## config.mk

```make
export PLATFORM = sky130hd
export DESIGN_NAME = tfi_ctrl
export DESIGN_NICKNAME = d
export VERILOG_FILES = /design/src/tfi_pkg.sv /design/src/tfi_ctrl.sv
export SDC_FILE = /design/constraint.sdc
export NUM_CORES = 1
export LEC_CHECK = 0
export CAP_MARGIN = 20
export CORE_MARGIN = 8
export CORE_UTILIZATION = 40
export DETAILED_ROUTE_END_ITERATION = 8
export DONT_BUFFER_PORTS = 1
export SLEW_MARGIN = 25
export SYNTH_ARGS = -nofsm -noshare
export SYNTH_HDL_FRONTEND = slang
export SYNTH_SLANG_ARGS = --single-unit
```

## constraint.sdc

```tcl
create_clock -name sys_clk -period 3 [get_ports sys_clk]
set_clock_uncertainty 0.2 [all_clocks]
set_input_delay 0.9 -clock sys_clk [delete_from_list [all_inputs] [get_ports sys_clk]]
set_output_delay 0.9 -clock sys_clk [all_outputs]
set_load 0.02 [all_outputs]
```

## src/tfi_pkg.sv

```systemverilog
// package for the transponder field interface controller: timing figures,
// serial control byte layout, special command codes, states and carriers.
// assumes a single 25 MHz system clock and synchronous pin inputs.
package tfi_pkg;

    // clock rate in MHz, used to turn microsecond figures into cycles
    localparam int CLK_MHZ = 25;

    // battery-to-field switch delay, plain default
    localparam int T_BFS_US = 100;
    localparam int BFS_CYC = T_BFS_US * CLK_MHZ;
    // field loss filter before falling back to battery
    localparam int T_FOFF_US = 20;
    localparam int FOFF_CYC = T_FOFF_US * CLK_MHZ;
    // length of the reset pulse given on field removal
    localparam int T_RST_US = 10;
    localparam int RST_CYC = T_RST_US * CLK_MHZ;
    // half of one coded modulator bit
    localparam int T_HALF_US = 50;
    localparam int HALF_CYC = T_HALF_US * CLK_MHZ;

    // store geometry: 32 rows of 16 bits
    localparam int ROWS = 32;
    localparam int ROW_W = 5;
    localparam int WORD_W = 16;

    // control byte fields
    localparam int CB_ROW_MSB = 7;
    localparam int CB_ROW_LSB = 3;
    localparam int CB_MODE_MSB = 2;
    localparam int CB_MODE_LSB = 1;
    localparam int CB_RNW = 0;

    // mode field values
    localparam logic [1:0] MODE_HI_LO = 2'h0;
    localparam logic [1:0] MODE_LO_HI = 2'h1;
    localparam logic [1:0] MODE_SPECIAL = 2'h3;

    // special commands carried in the row field when mode is special
    localparam logic [4:0] CMD_PM_OFF = 5'h00;
    localparam logic [4:0] CMD_PM_ON = 5'h01;
    localparam logic [4:0] CMD_MOD_MANCH = 5'h02;
    localparam logic [4:0] CMD_MOD_BIPH = 5'h03;

    // serial engine states
    typedef enum logic [2:0] {
        ST_IDLE = 3'b000,
        ST_CTRL = 3'b001,
        ST_ACK_C = 3'b010,
        ST_WDATA = 3'b011,
        ST_ACK_W = 3'b100,
        ST_RDATA = 3'b101,
        ST_RACK = 3'b110,
        ST_WAIT = 3'b111
    } tfi_state_t;

    // the two serial lines as seen at the pins
    typedef struct packed {
        logic scl;
        logic sda;
    } tfi_twi_t;

endpackage

```

## src/tfi_ctrl.sv

```systemverilog
// digital control of a contactless transponder front end: supply selection,
// field/gap output, field clock, serial store access and coded modulator.
// assumes all pin inputs are already synchronous to sys_clk and that the
// analog comparator delivers a clean field_detect level.
`timescale 1ns/10ps
`default_nettype none
module tfi_ctrl #(
    parameter int BFS_CYC = tfi_pkg::BFS_CYC,
    parameter int FOFF_CYC = tfi_pkg::FOFF_CYC,
    parameter int RST_CYC = tfi_pkg::RST_CYC,
    parameter int HALF_CYC = tfi_pkg::HALF_CYC
) (
    input wire logic sys_clk,
    input wire logic resetn,
    input wire logic field_detect,
    input wire logic carrier_in,
    input wire logic damping_control_input,
    input wire tfi_pkg::tfi_twi_t twi_in,
    output logic sda_out,
    output logic sda_oe,
    output logic damping_on,
    output logic energy_max,
    output logic field_present_output,
    output logic field_clk_out,
    output logic supply_field,
    output logic host_reset_n,
    output logic modulator_active
);

    // supply management state
    logic sup_q, sup_d; // field supply selected
    logic auto_q, auto_d; // automatic switching enabled
    logic [11:0] on_cnt_q, on_cnt_d; // field-on low pass
    logic [11:0] off_cnt_q, off_cnt_d; // field-off low pass
    logic [11:0] rst_cnt_q, rst_cnt_d; // host reset pulse length
    logic rstn_q, rstn_d; // registered host reset, low while counting
    logic fp_q, fp_d; // field present output
    logic clk_s1_q, clk_s2_q; // carrier edge synchroniser

    // serial engine state
    tfi_pkg::tfi_state_t st_q, st_d;
    logic [3:0] bit_q, bit_d; // bit counter in a byte
    logic [7:0] sh_q, sh_d; // receive shift register
    logic [4:0] row_q, row_d; // selected row
    logic lohi_q, lohi_d; // byte order: low byte first
    logic second_q, second_d; // next byte is the second of the word
    logic [15:0] wbuf_q, wbuf_d; // write buffer
    logic [1:0] wcnt_q, wcnt_d; // write bytes received
    logic oe_q, oe_d; // sda pulled low
    logic scl_q, sda_q; // previous line samples

    // modulator state
    logic mact_q, mact_d; // modulator engaged
    logic manch_q, manch_d; // manchester when set, bi-phase otherwise
    logic mbit_q, mbit_d; // bit being coded
    logic enc_q, enc_d; // coded level
    logic [11:0] hcnt_q, hcnt_d; // half-bit timer
    logic hrun_q, hrun_d; // half-bit timer running
    logic damp_q, damp_d; // damping stage drive
    logic emax_q, emax_d; // maximum energy routing

    // the store itself; contents survive resets like a nonvolatile array
    logic [tfi_pkg::WORD_W-1:0] mem [tfi_pkg::ROWS];
    logic mem_we;
    logic [15:0] mem_wd;

    // line conditions seen on the serial pins
    logic scl_rise, scl_fall, start_c, stop_c;
    logic [15:0] word;
    logic [7:0] rbyte;
    assign scl_rise = twi_in.scl & ~scl_q;
    assign scl_fall = ~twi_in.scl & scl_q;
    // data changing while scl stays high marks start or stop
    assign start_c = twi_in.scl & scl_q & sda_q & ~twi_in.sda;
    assign stop_c = twi_in.scl & scl_q & ~sda_q & twi_in.sda;
    assign word = mem[row_q];
    // byte order follows the mode bit latched from the control byte
    assign rbyte = (second_q ^ lohi_q) ? word[7:0] : word[15:8];

    // supply selection, field output and host reset
    always_comb begin
        sup_d = sup_q;
        auto_d = auto_d_cmd(auto_q);
        on_cnt_d = 12'h000;
        off_cnt_d = 12'h000;
        rst_cnt_d = (rst_cnt_q != 12'h000) ? rst_cnt_q - 12'h001 : 12'h000;
        if (!auto_d) begin
            // switched off: stay on battery until switch-on or reset
            sup_d = 1'b0;
        end else if (!sup_q && field_detect) begin
            // low pass against interference before taking the field
            on_cnt_d = on_cnt_q + 12'h001;
            if (on_cnt_q == 12'(BFS_CYC - 1)) begin
                sup_d = 1'b1;
            end
        end else if (sup_q && !field_detect) begin
            // short gaps must not drop supply, only a lasting loss
            off_cnt_d = off_cnt_q + 12'h001;
            if (off_cnt_q == 12'(FOFF_CYC - 1)) begin
                sup_d = 1'b0;
                rst_cnt_d = 12'(RST_CYC);
            end
        end
        // with auto mode on, the output stays low until the switch-over,
        // so its first rising edge is the wake-up event
        fp_d = field_detect & (sup_d | ~auto_d);
        // registered so the host never sees a decode glitch
        rstn_d = (rst_cnt_d == 12'h000);
    end

    // special commands only act on the ack of a special control byte
    function automatic logic auto_d_cmd(input logic cur);
        logic r;
        r = cur;
        if (st_q == tfi_pkg::ST_ACK_C && scl_fall &&
            sh_q[tfi_pkg::CB_MODE_MSB:tfi_pkg::CB_MODE_LSB] ==
            tfi_pkg::MODE_SPECIAL) begin
            if (sh_q[tfi_pkg::CB_ROW_MSB:tfi_pkg::CB_ROW_LSB] ==
                tfi_pkg::CMD_PM_OFF) begin
                r = 1'b0;
            end else if (sh_q[tfi_pkg::CB_ROW_MSB:tfi_pkg::CB_ROW_LSB] ==
                tfi_pkg::CMD_PM_ON) begin
                r = 1'b1;
            end
        end
        return r;
    endfunction

    // serial engine: control byte, store access and command decode
    always_comb begin
        st_d = st_q;
        bit_d = bit_q;
        sh_d = sh_q;
        row_d = row_q;
        lohi_d = lohi_q;
        second_d = second_q;
        wbuf_d = wbuf_q;
        wcnt_d = wcnt_q;
        oe_d = oe_q;
        mact_d = mact_q;
        manch_d = manch_q;
        mem_we = 1'b0;
        mem_wd = word;
        if (stop_c) begin
            // a stop ends any transfer and commits buffered write bytes
            if (wcnt_q == 2'h2) begin
                mem_we = 1'b1;
                mem_wd = wbuf_q;
            end else if (wcnt_q == 2'h1) begin
                mem_we = 1'b1; // 8-bit write keeps the other byte
                mem_wd = lohi_q ? {word[15:8], wbuf_q[7:0]}
                                : {wbuf_q[15:8], word[7:0]};
            end
            st_d = tfi_pkg::ST_IDLE;
            oe_d = 1'b0;
            wcnt_d = 2'h0;
            mact_d = 1'b0;
        end else if (start_c) begin
            st_d = tfi_pkg::ST_CTRL;
            bit_d = 4'h0;
            oe_d = 1'b0;
            wcnt_d = 2'h0;
            mact_d = 1'b0;
        end else begin
            case (st_q)
                tfi_pkg::ST_CTRL, tfi_pkg::ST_WDATA: begin
                    if (scl_rise) begin
                        sh_d = {sh_q[6:0], twi_in.sda};
                        bit_d = bit_q + 4'h1;
                    end else if (scl_fall && bit_q == 4'h8) begin
                        oe_d = 1'b1; // acknowledge the byte
                        if (st_q == tfi_pkg::ST_CTRL) begin
                            st_d = tfi_pkg::ST_ACK_C;
                        end else begin
                            st_d = tfi_pkg::ST_ACK_W;
                            wcnt_d = wcnt_q + 2'h1;
                            if ((wcnt_q == 2'h0) ^ lohi_q) begin
                                wbuf_d[15:8] = sh_q;
                            end else begin
                                wbuf_d[7:0] = sh_q;
                            end
                        end
                    end
                end
                tfi_pkg::ST_ACK_C: begin
                    if (scl_fall) begin
                        oe_d = 1'b0;
                        bit_d = 4'h0;
                        row_d = sh_q[tfi_pkg::CB_ROW_MSB:tfi_pkg::CB_ROW_LSB];
                        lohi_d = sh_q[tfi_pkg::CB_MODE_LSB];
                        second_d = 1'b0;
                        if (sh_q[tfi_pkg::CB_MODE_MSB:tfi_pkg::CB_MODE_LSB]
                            == tfi_pkg::MODE_SPECIAL) begin
                            st_d = tfi_pkg::ST_WAIT;
                            if (row_d == tfi_pkg::CMD_MOD_MANCH ||
                                row_d == tfi_pkg::CMD_MOD_BIPH) begin
                                mact_d = 1'b1;
                                manch_d = (row_d == tfi_pkg::CMD_MOD_MANCH);
                            end
                        end else if (sh_q[tfi_pkg::CB_RNW]) begin
                            st_d = tfi_pkg::ST_RDATA;
                            oe_d = ~((lohi_d ? mem[row_d][7] : mem[row_d][15]));
                        end else begin
                            st_d = tfi_pkg::ST_WDATA;
                        end
                    end
                end
                tfi_pkg::ST_ACK_W: begin
                    if (scl_fall) begin
                        oe_d = 1'b0;
                        bit_d = 4'h0;
                        // at most two bytes go into one row
                        st_d = (wcnt_q == 2'h2) ? tfi_pkg::ST_WAIT
                                                : tfi_pkg::ST_WDATA;
                    end
                end
                tfi_pkg::ST_RDATA: begin
                    if (scl_rise) begin
                        bit_d = bit_q + 4'h1;
                    end else if (scl_fall) begin
                        if (bit_q == 4'h8) begin
                            oe_d = 1'b0; // release for the master's ack
                            st_d = tfi_pkg::ST_RACK;
                        end else begin
                            oe_d = ~rbyte[3'(4'h7 - bit_q)];
                        end
                    end
                end
                tfi_pkg::ST_RACK: begin
                    if (scl_rise) begin
                        if (twi_in.sda) begin
                            st_d = tfi_pkg::ST_WAIT; // not acknowledged
                        end else begin
                            second_d = ~second_q;
                            row_d = second_q ? row_q + 5'h01 : row_q;
                        end
                    end else if (scl_fall) begin
                        st_d = tfi_pkg::ST_RDATA;
                        bit_d = 4'h0;
                        oe_d = ~rbyte[7];
                    end
                end
                default: begin
                    // idle or waiting for stop: lines are only watched
                end
            endcase
        end
    end

    // modulator coding and damping stage drive
    always_comb begin
        mbit_d = mbit_q;
        enc_d = enc_q;
        hcnt_d = hcnt_q;
        hrun_d = hrun_q;
        if (mact_q && scl_rise) begin
            // each scl rise presents one bit on sda; host paces the bits
            mbit_d = twi_in.sda;
            enc_d = manch_q ? twi_in.sda : ~enc_q;
            hcnt_d = 12'h000;
            hrun_d = 1'b1;
        end else if (hrun_q) begin
            hcnt_d = hcnt_q + 12'h001;
            if (hcnt_q == 12'(HALF_CYC - 1)) begin
                hrun_d = 1'b0;
                // mid-bit: manchester always flips, bi-phase only for zero
                if (manch_q || !mbit_q) begin
                    enc_d = ~enc_q;
                end
            end
        end
        if (!mact_q) begin
            hrun_d = 1'b0;
            enc_d = 1'b0;
        end
        // one damps, zero leaves undamped; the coder wins when engaged
        damp_d = mact_q ? enc_q : damping_control_input;
        // the host keeps this high in reset for best start-up
        emax_d = damping_control_input & sup_q;
    end

    // store write port, no reset so the contents persist
    always_ff @(posedge sys_clk) begin
        if (mem_we) begin
            mem[row_q] <= mem_wd;
        end
    end

    // register all state but the store; outputs other than sda_out come straight from these flip-flops
    always_ff @(posedge sys_clk or negedge resetn) begin
        if (!resetn) begin
            sup_q <= 1'b0;
            auto_q <= 1'b1;
            on_cnt_q <= 12'h000;
            off_cnt_q <= 12'h000;
            rst_cnt_q <= 12'h000;
            rstn_q <= 1'b1;
            fp_q <= 1'b0;
            clk_s1_q <= 1'b0;
            clk_s2_q <= 1'b0;
            st_q <= tfi_pkg::ST_IDLE;
            bit_q <= 4'h0;
            sh_q <= 8'h00;
            row_q <= 5'h00;
            lohi_q <= 1'b0;
            second_q <= 1'b0;
            wbuf_q <= 16'h0000;
            wcnt_q <= 2'h0;
            oe_q <= 1'b0;
            scl_q <= 1'b1;
            sda_q <= 1'b1;
            mact_q <= 1'b0;
            manch_q <= 1'b0;
            mbit_q <= 1'b0;
            enc_q <= 1'b0;
            hcnt_q <= 12'h000;
            hrun_q <= 1'b0;
            damp_q <= 1'b0;
            emax_q <= 1'b0;
        end else begin
            sup_q <= sup_d;
            auto_q <= auto_d;
            on_cnt_q <= on_cnt_d;
            off_cnt_q <= off_cnt_d;
            rst_cnt_q <= rst_cnt_d;
            rstn_q <= rstn_d;
            fp_q <= fp_d;
            // recovered field clock, two stages against metastability
            clk_s1_q <= carrier_in;
            clk_s2_q <= clk_s1_q;
            st_q <= st_d;
            bit_q <= bit_d;
            sh_q <= sh_d;
            row_q <= row_d;
            lohi_q <= lohi_d;
            second_q <= second_d;
            wbuf_q <= wbuf_d;
            wcnt_q <= wcnt_d;
            oe_q <= oe_d;
            scl_q <= twi_in.scl;
            sda_q <= twi_in.sda;
            mact_q <= mact_d;
            manch_q <= manch_d;
            mbit_q <= mbit_d;
            enc_q <= enc_d;
            hcnt_q <= hcnt_d;
            hrun_q <= hrun_d;
            damp_q <= damp_d;
            emax_q <= emax_d;
        end
    end

    // output mapping; sda is open drain so its data bit is always low
    assign sda_out = 1'b0;
    assign sda_oe = oe_q;
    assign damping_on = damp_q;
    assign energy_max = emax_q;
    assign field_present_output = fp_q; // gaps are decoded by the host
    assign field_clk_out = clk_s2_q;
    assign supply_field = sup_q;
    assign host_reset_n = rstn_q;
    assign modulator_active = mact_q;

endmodule
`default_nettype wire

```

==> impl_metrics.yaml <==
outcome:
  status: "complete, but fails checks"
  violations: "negative hold slack, negative setup slack"
global_route:
  grt_pass1_vias: 15573
  grt_antenna_before_repair: 0
  grt_max_degree: 105
  grt_pass1_wl_um: 106000
  track_usage_pct: 19.4
  grt_remaining_overflow: 0
final_layout:
  fin_nets: 1900
  drive_gt1_share_pct: 24.2
  postLayoutCoreUtil_pct: 49.1
  final_area_um2: 31400
  antennaDiodeCount: 0
  multi_input_area_um2: 7580
  register_area_um2: 18000
  area_delta_synth_final_pct: 22.4
  fill_cells: 5413
power_and_ir_drop:
  power.density_nw_per_um2: 1040
  cellLeakagePower_uw: 0.0114
  peakVddDrop_mv: 0.954
yosys:
  ys_types: 70
  synth_area_leaders: "edfxtp_1 (60%), mux2i_1 (11%), dfrtp_1 (9.7%), o22ai_1 (3.2%), nor2_1 (1.8%)"
  syn_nets: 1696
  synth_seq_area_share_pct: 70.0
  postSynthAreaPerCell_um2: 15.4
  yosys_warnings: 0
  yosysTopAreaCell: "edfxtp_1"
  synth_commonest_cells: "edfxtp_1 (512), mux2i_1 (270), o22ai_1 (130)"
  synth-edff-count: 512
  async_flop_share_pct: 16.9
  synthesis.area_um2: 25700
  yosysMostFrequentCell: "edfxtp_1"
  synth_cells: 1671
  synth_top_area_share_pct: 59.9
  ys_seq_elements: 616
  yosys_most_used_dff: "edfxtp_1"
place:
  postPlaceCellArea_um2: 28800
  hpwl_um: 47000
  gp_congestion: 0.941
  io_buffers: 0
  dp_slack_ps: -194
floorplan:
  num_rows: 93
  io_pins: 16
  core_um2: 64000
  start_util_pct: 40.1
  fp.dieW_um: 269
  dieHeight_um: 269
  die_area_um2: 72600
flow_run:
  drv_cap: 0
timing:
  finalSetupViolations: 7
  setup_tns_ps: -22.9
  grt_setup_unrepaired: "yes"
  slew_violations: 0
  finalHoldViolations: 103
  slew_headroom_pct: 50.1
  period_share_pct: 100
  setup_slack_ps: -10.7
  fmax_ghz: 0.332
  hold_slack_ps: -215
  worst_pin_slew_ps: 743
  min_period_ps: 3010
setup_path:
  cp-start-kind: "flip-flop"
  reg2reg_slack_ps: -10
  critical_path.endpoint: "sda_oe"
  cp.required_ps: 3270
  r2r_start: "row_q[4]"
  crit_path_max_fanout: 13
  crit_start: "row_q[4]"
  rr_endpoint: "sda_oe"
  endpoint_kind: "flip-flop"
  critical_path_class: "reg2reg"
  cp.arrival_ps: 3280
  worstRegToRegCells: 9
drt:
  vias_per_cell: 5.68
  vias: 15801
  drc: 0
  drt-wirelength-per-cell_um: 26.3
  drtIter0Drc: 1591
  firstDrtPassIters: 5
  routed_wl_um: 73200
  postRouteAntennaNets: 0
clocking:
  clock_sinks: 616
  insertion_delay_ps: 620
  clk_path_buf_depth: 3
  numCtsBuffers: 66
  clk_pin_slew_worst_paths_ps: 60
  cts_max_level: 3
  cts_tree: "done"
  cts-root-buf: "clkbuf_16"
min_path:
  hold_path_class: "in2async"
==> worst min-delay path by stage <==
| stage | to | slack (ps) |
|---|---|---|
| 2_1_floorplan | field_clk_out | 130 |
| 3_3_place_gp | field_clk_out | 130 |
| 3_5_place_dp | field_clk_out | 130 |
| 4_1_cts | bit_q[0] | -240 |
| 5_1_grt | hcnt_q[7] | -250 |
| 6_report | on_cnt_q[3] | -210 |
==> layout make-up <==
cell class	instances	area share (%)
clock buffers	90	5.71
clock inverters	29	0.649
inverters	22	0.263
multi-input cells	938	24.1
flip-flops and latches	616	57.3
well taps	855	3.40
repair buffers	231	8.60
==> power breakdown <==
| group | internal [uW] | switching, uW |
|---|---|---|
| Clock | 4310 | 3330 |
| Sequential | 12200 | 191 |
| Combinational | 5170 | 7480 |
==> per-layer routing <==
| layer | up-vias | share of wire [%] | GRT usage (%) |
|---|---|---|---|
| met5 | - | 0 | 0 |
| met4 | 0 | 4.2 | 7.34 |
| met3 | 134 | 7.2 | 3.38 |
| met2 | 654 | 47 | 31.4 |
| met1 | 8097 | 42 | 26.1 |
| li1 | 6916 | - | - |
==> per-stage QoR <==
stage                     power, uW  instances
after global routing          33800       2781
after floorplan               18200       1671
after global placement        23800       2649
after CTS                     32000       2771
after detailed placement      24000       2649
final                         32700       2781
==> cell families (layout without fill, tap and decap cells) <==
| family | after synthesis | count (layout) | synth area share, % |
|---|---|---|---|
| AND/OR/NAND/NOR | 335 | 335 | 6.69 |
| multiplexers | 319 | 319 | 13.5 |
| AO/OA/AOI/OAI | 219 | 219 | 5.37 |
| flip-flops | 616 | 616 | 70.0 |
| buffers and inverters | 117 | 372 | 1.99 |
| other | 1 | 1 | 0.0146 |
| adder cells (fa/ha/maj) | 18 | 18 | 0.877 |
| XOR/XNOR | 46 | 46 | 1.57 |
==> flip-flops by register name, summed over array words and instances, names as in the netlist, 2 cells and up <==
signal	cells
hcnt_q	12
rst_cnt_q	12
wcnt_q	2
wbuf_q	16
bit_q	4
on_cnt_q	12
off_cnt_q	12
row_q	5
mem	512
sh_q	8
st_q	3
==> cell usage in the layout (no fill, tap or decap), drive strengths merged, types with 20 or more instances in the layout <==
cell / Yosys / routed
nand3: 35 / 35
o22ai: 130 / 130
o21ai: 26 / 26
clkinv: 0 / 20
edfxtp: 512 / 512
mux2i: 270 / 270
clkbuf: 45 / 95
dfrtp: 100 / 100
xor2: 28 / 28
nor4: 31 / 31
nor2: 125 / 125
nand2: 53 / 53
inv: 22 / 27
a21oi: 23 / 23
mux2: 31 / 31
buf: 50 / 225
==> repair_timing <==
item	CTS	global route
hold endpoints to repair	104	104
gates resized for setup	28	38
buffers inserted	2	4
gates cloned	1	6
endpoints found under the setup margin	150	244
pin swaps	1	9
==> critical path: stages, from the launching register on <==
cell and delay (ps):
dfrtp_2 490, buf_4 160, nand4bb_1 300, buf_12 240, o22ai_1 300, or4_1 210, nor2_1 70, mux4_2 530
a211oi_2 240, o32ai_1 120
Note: power is estimated with default switching activity, not from simulation.
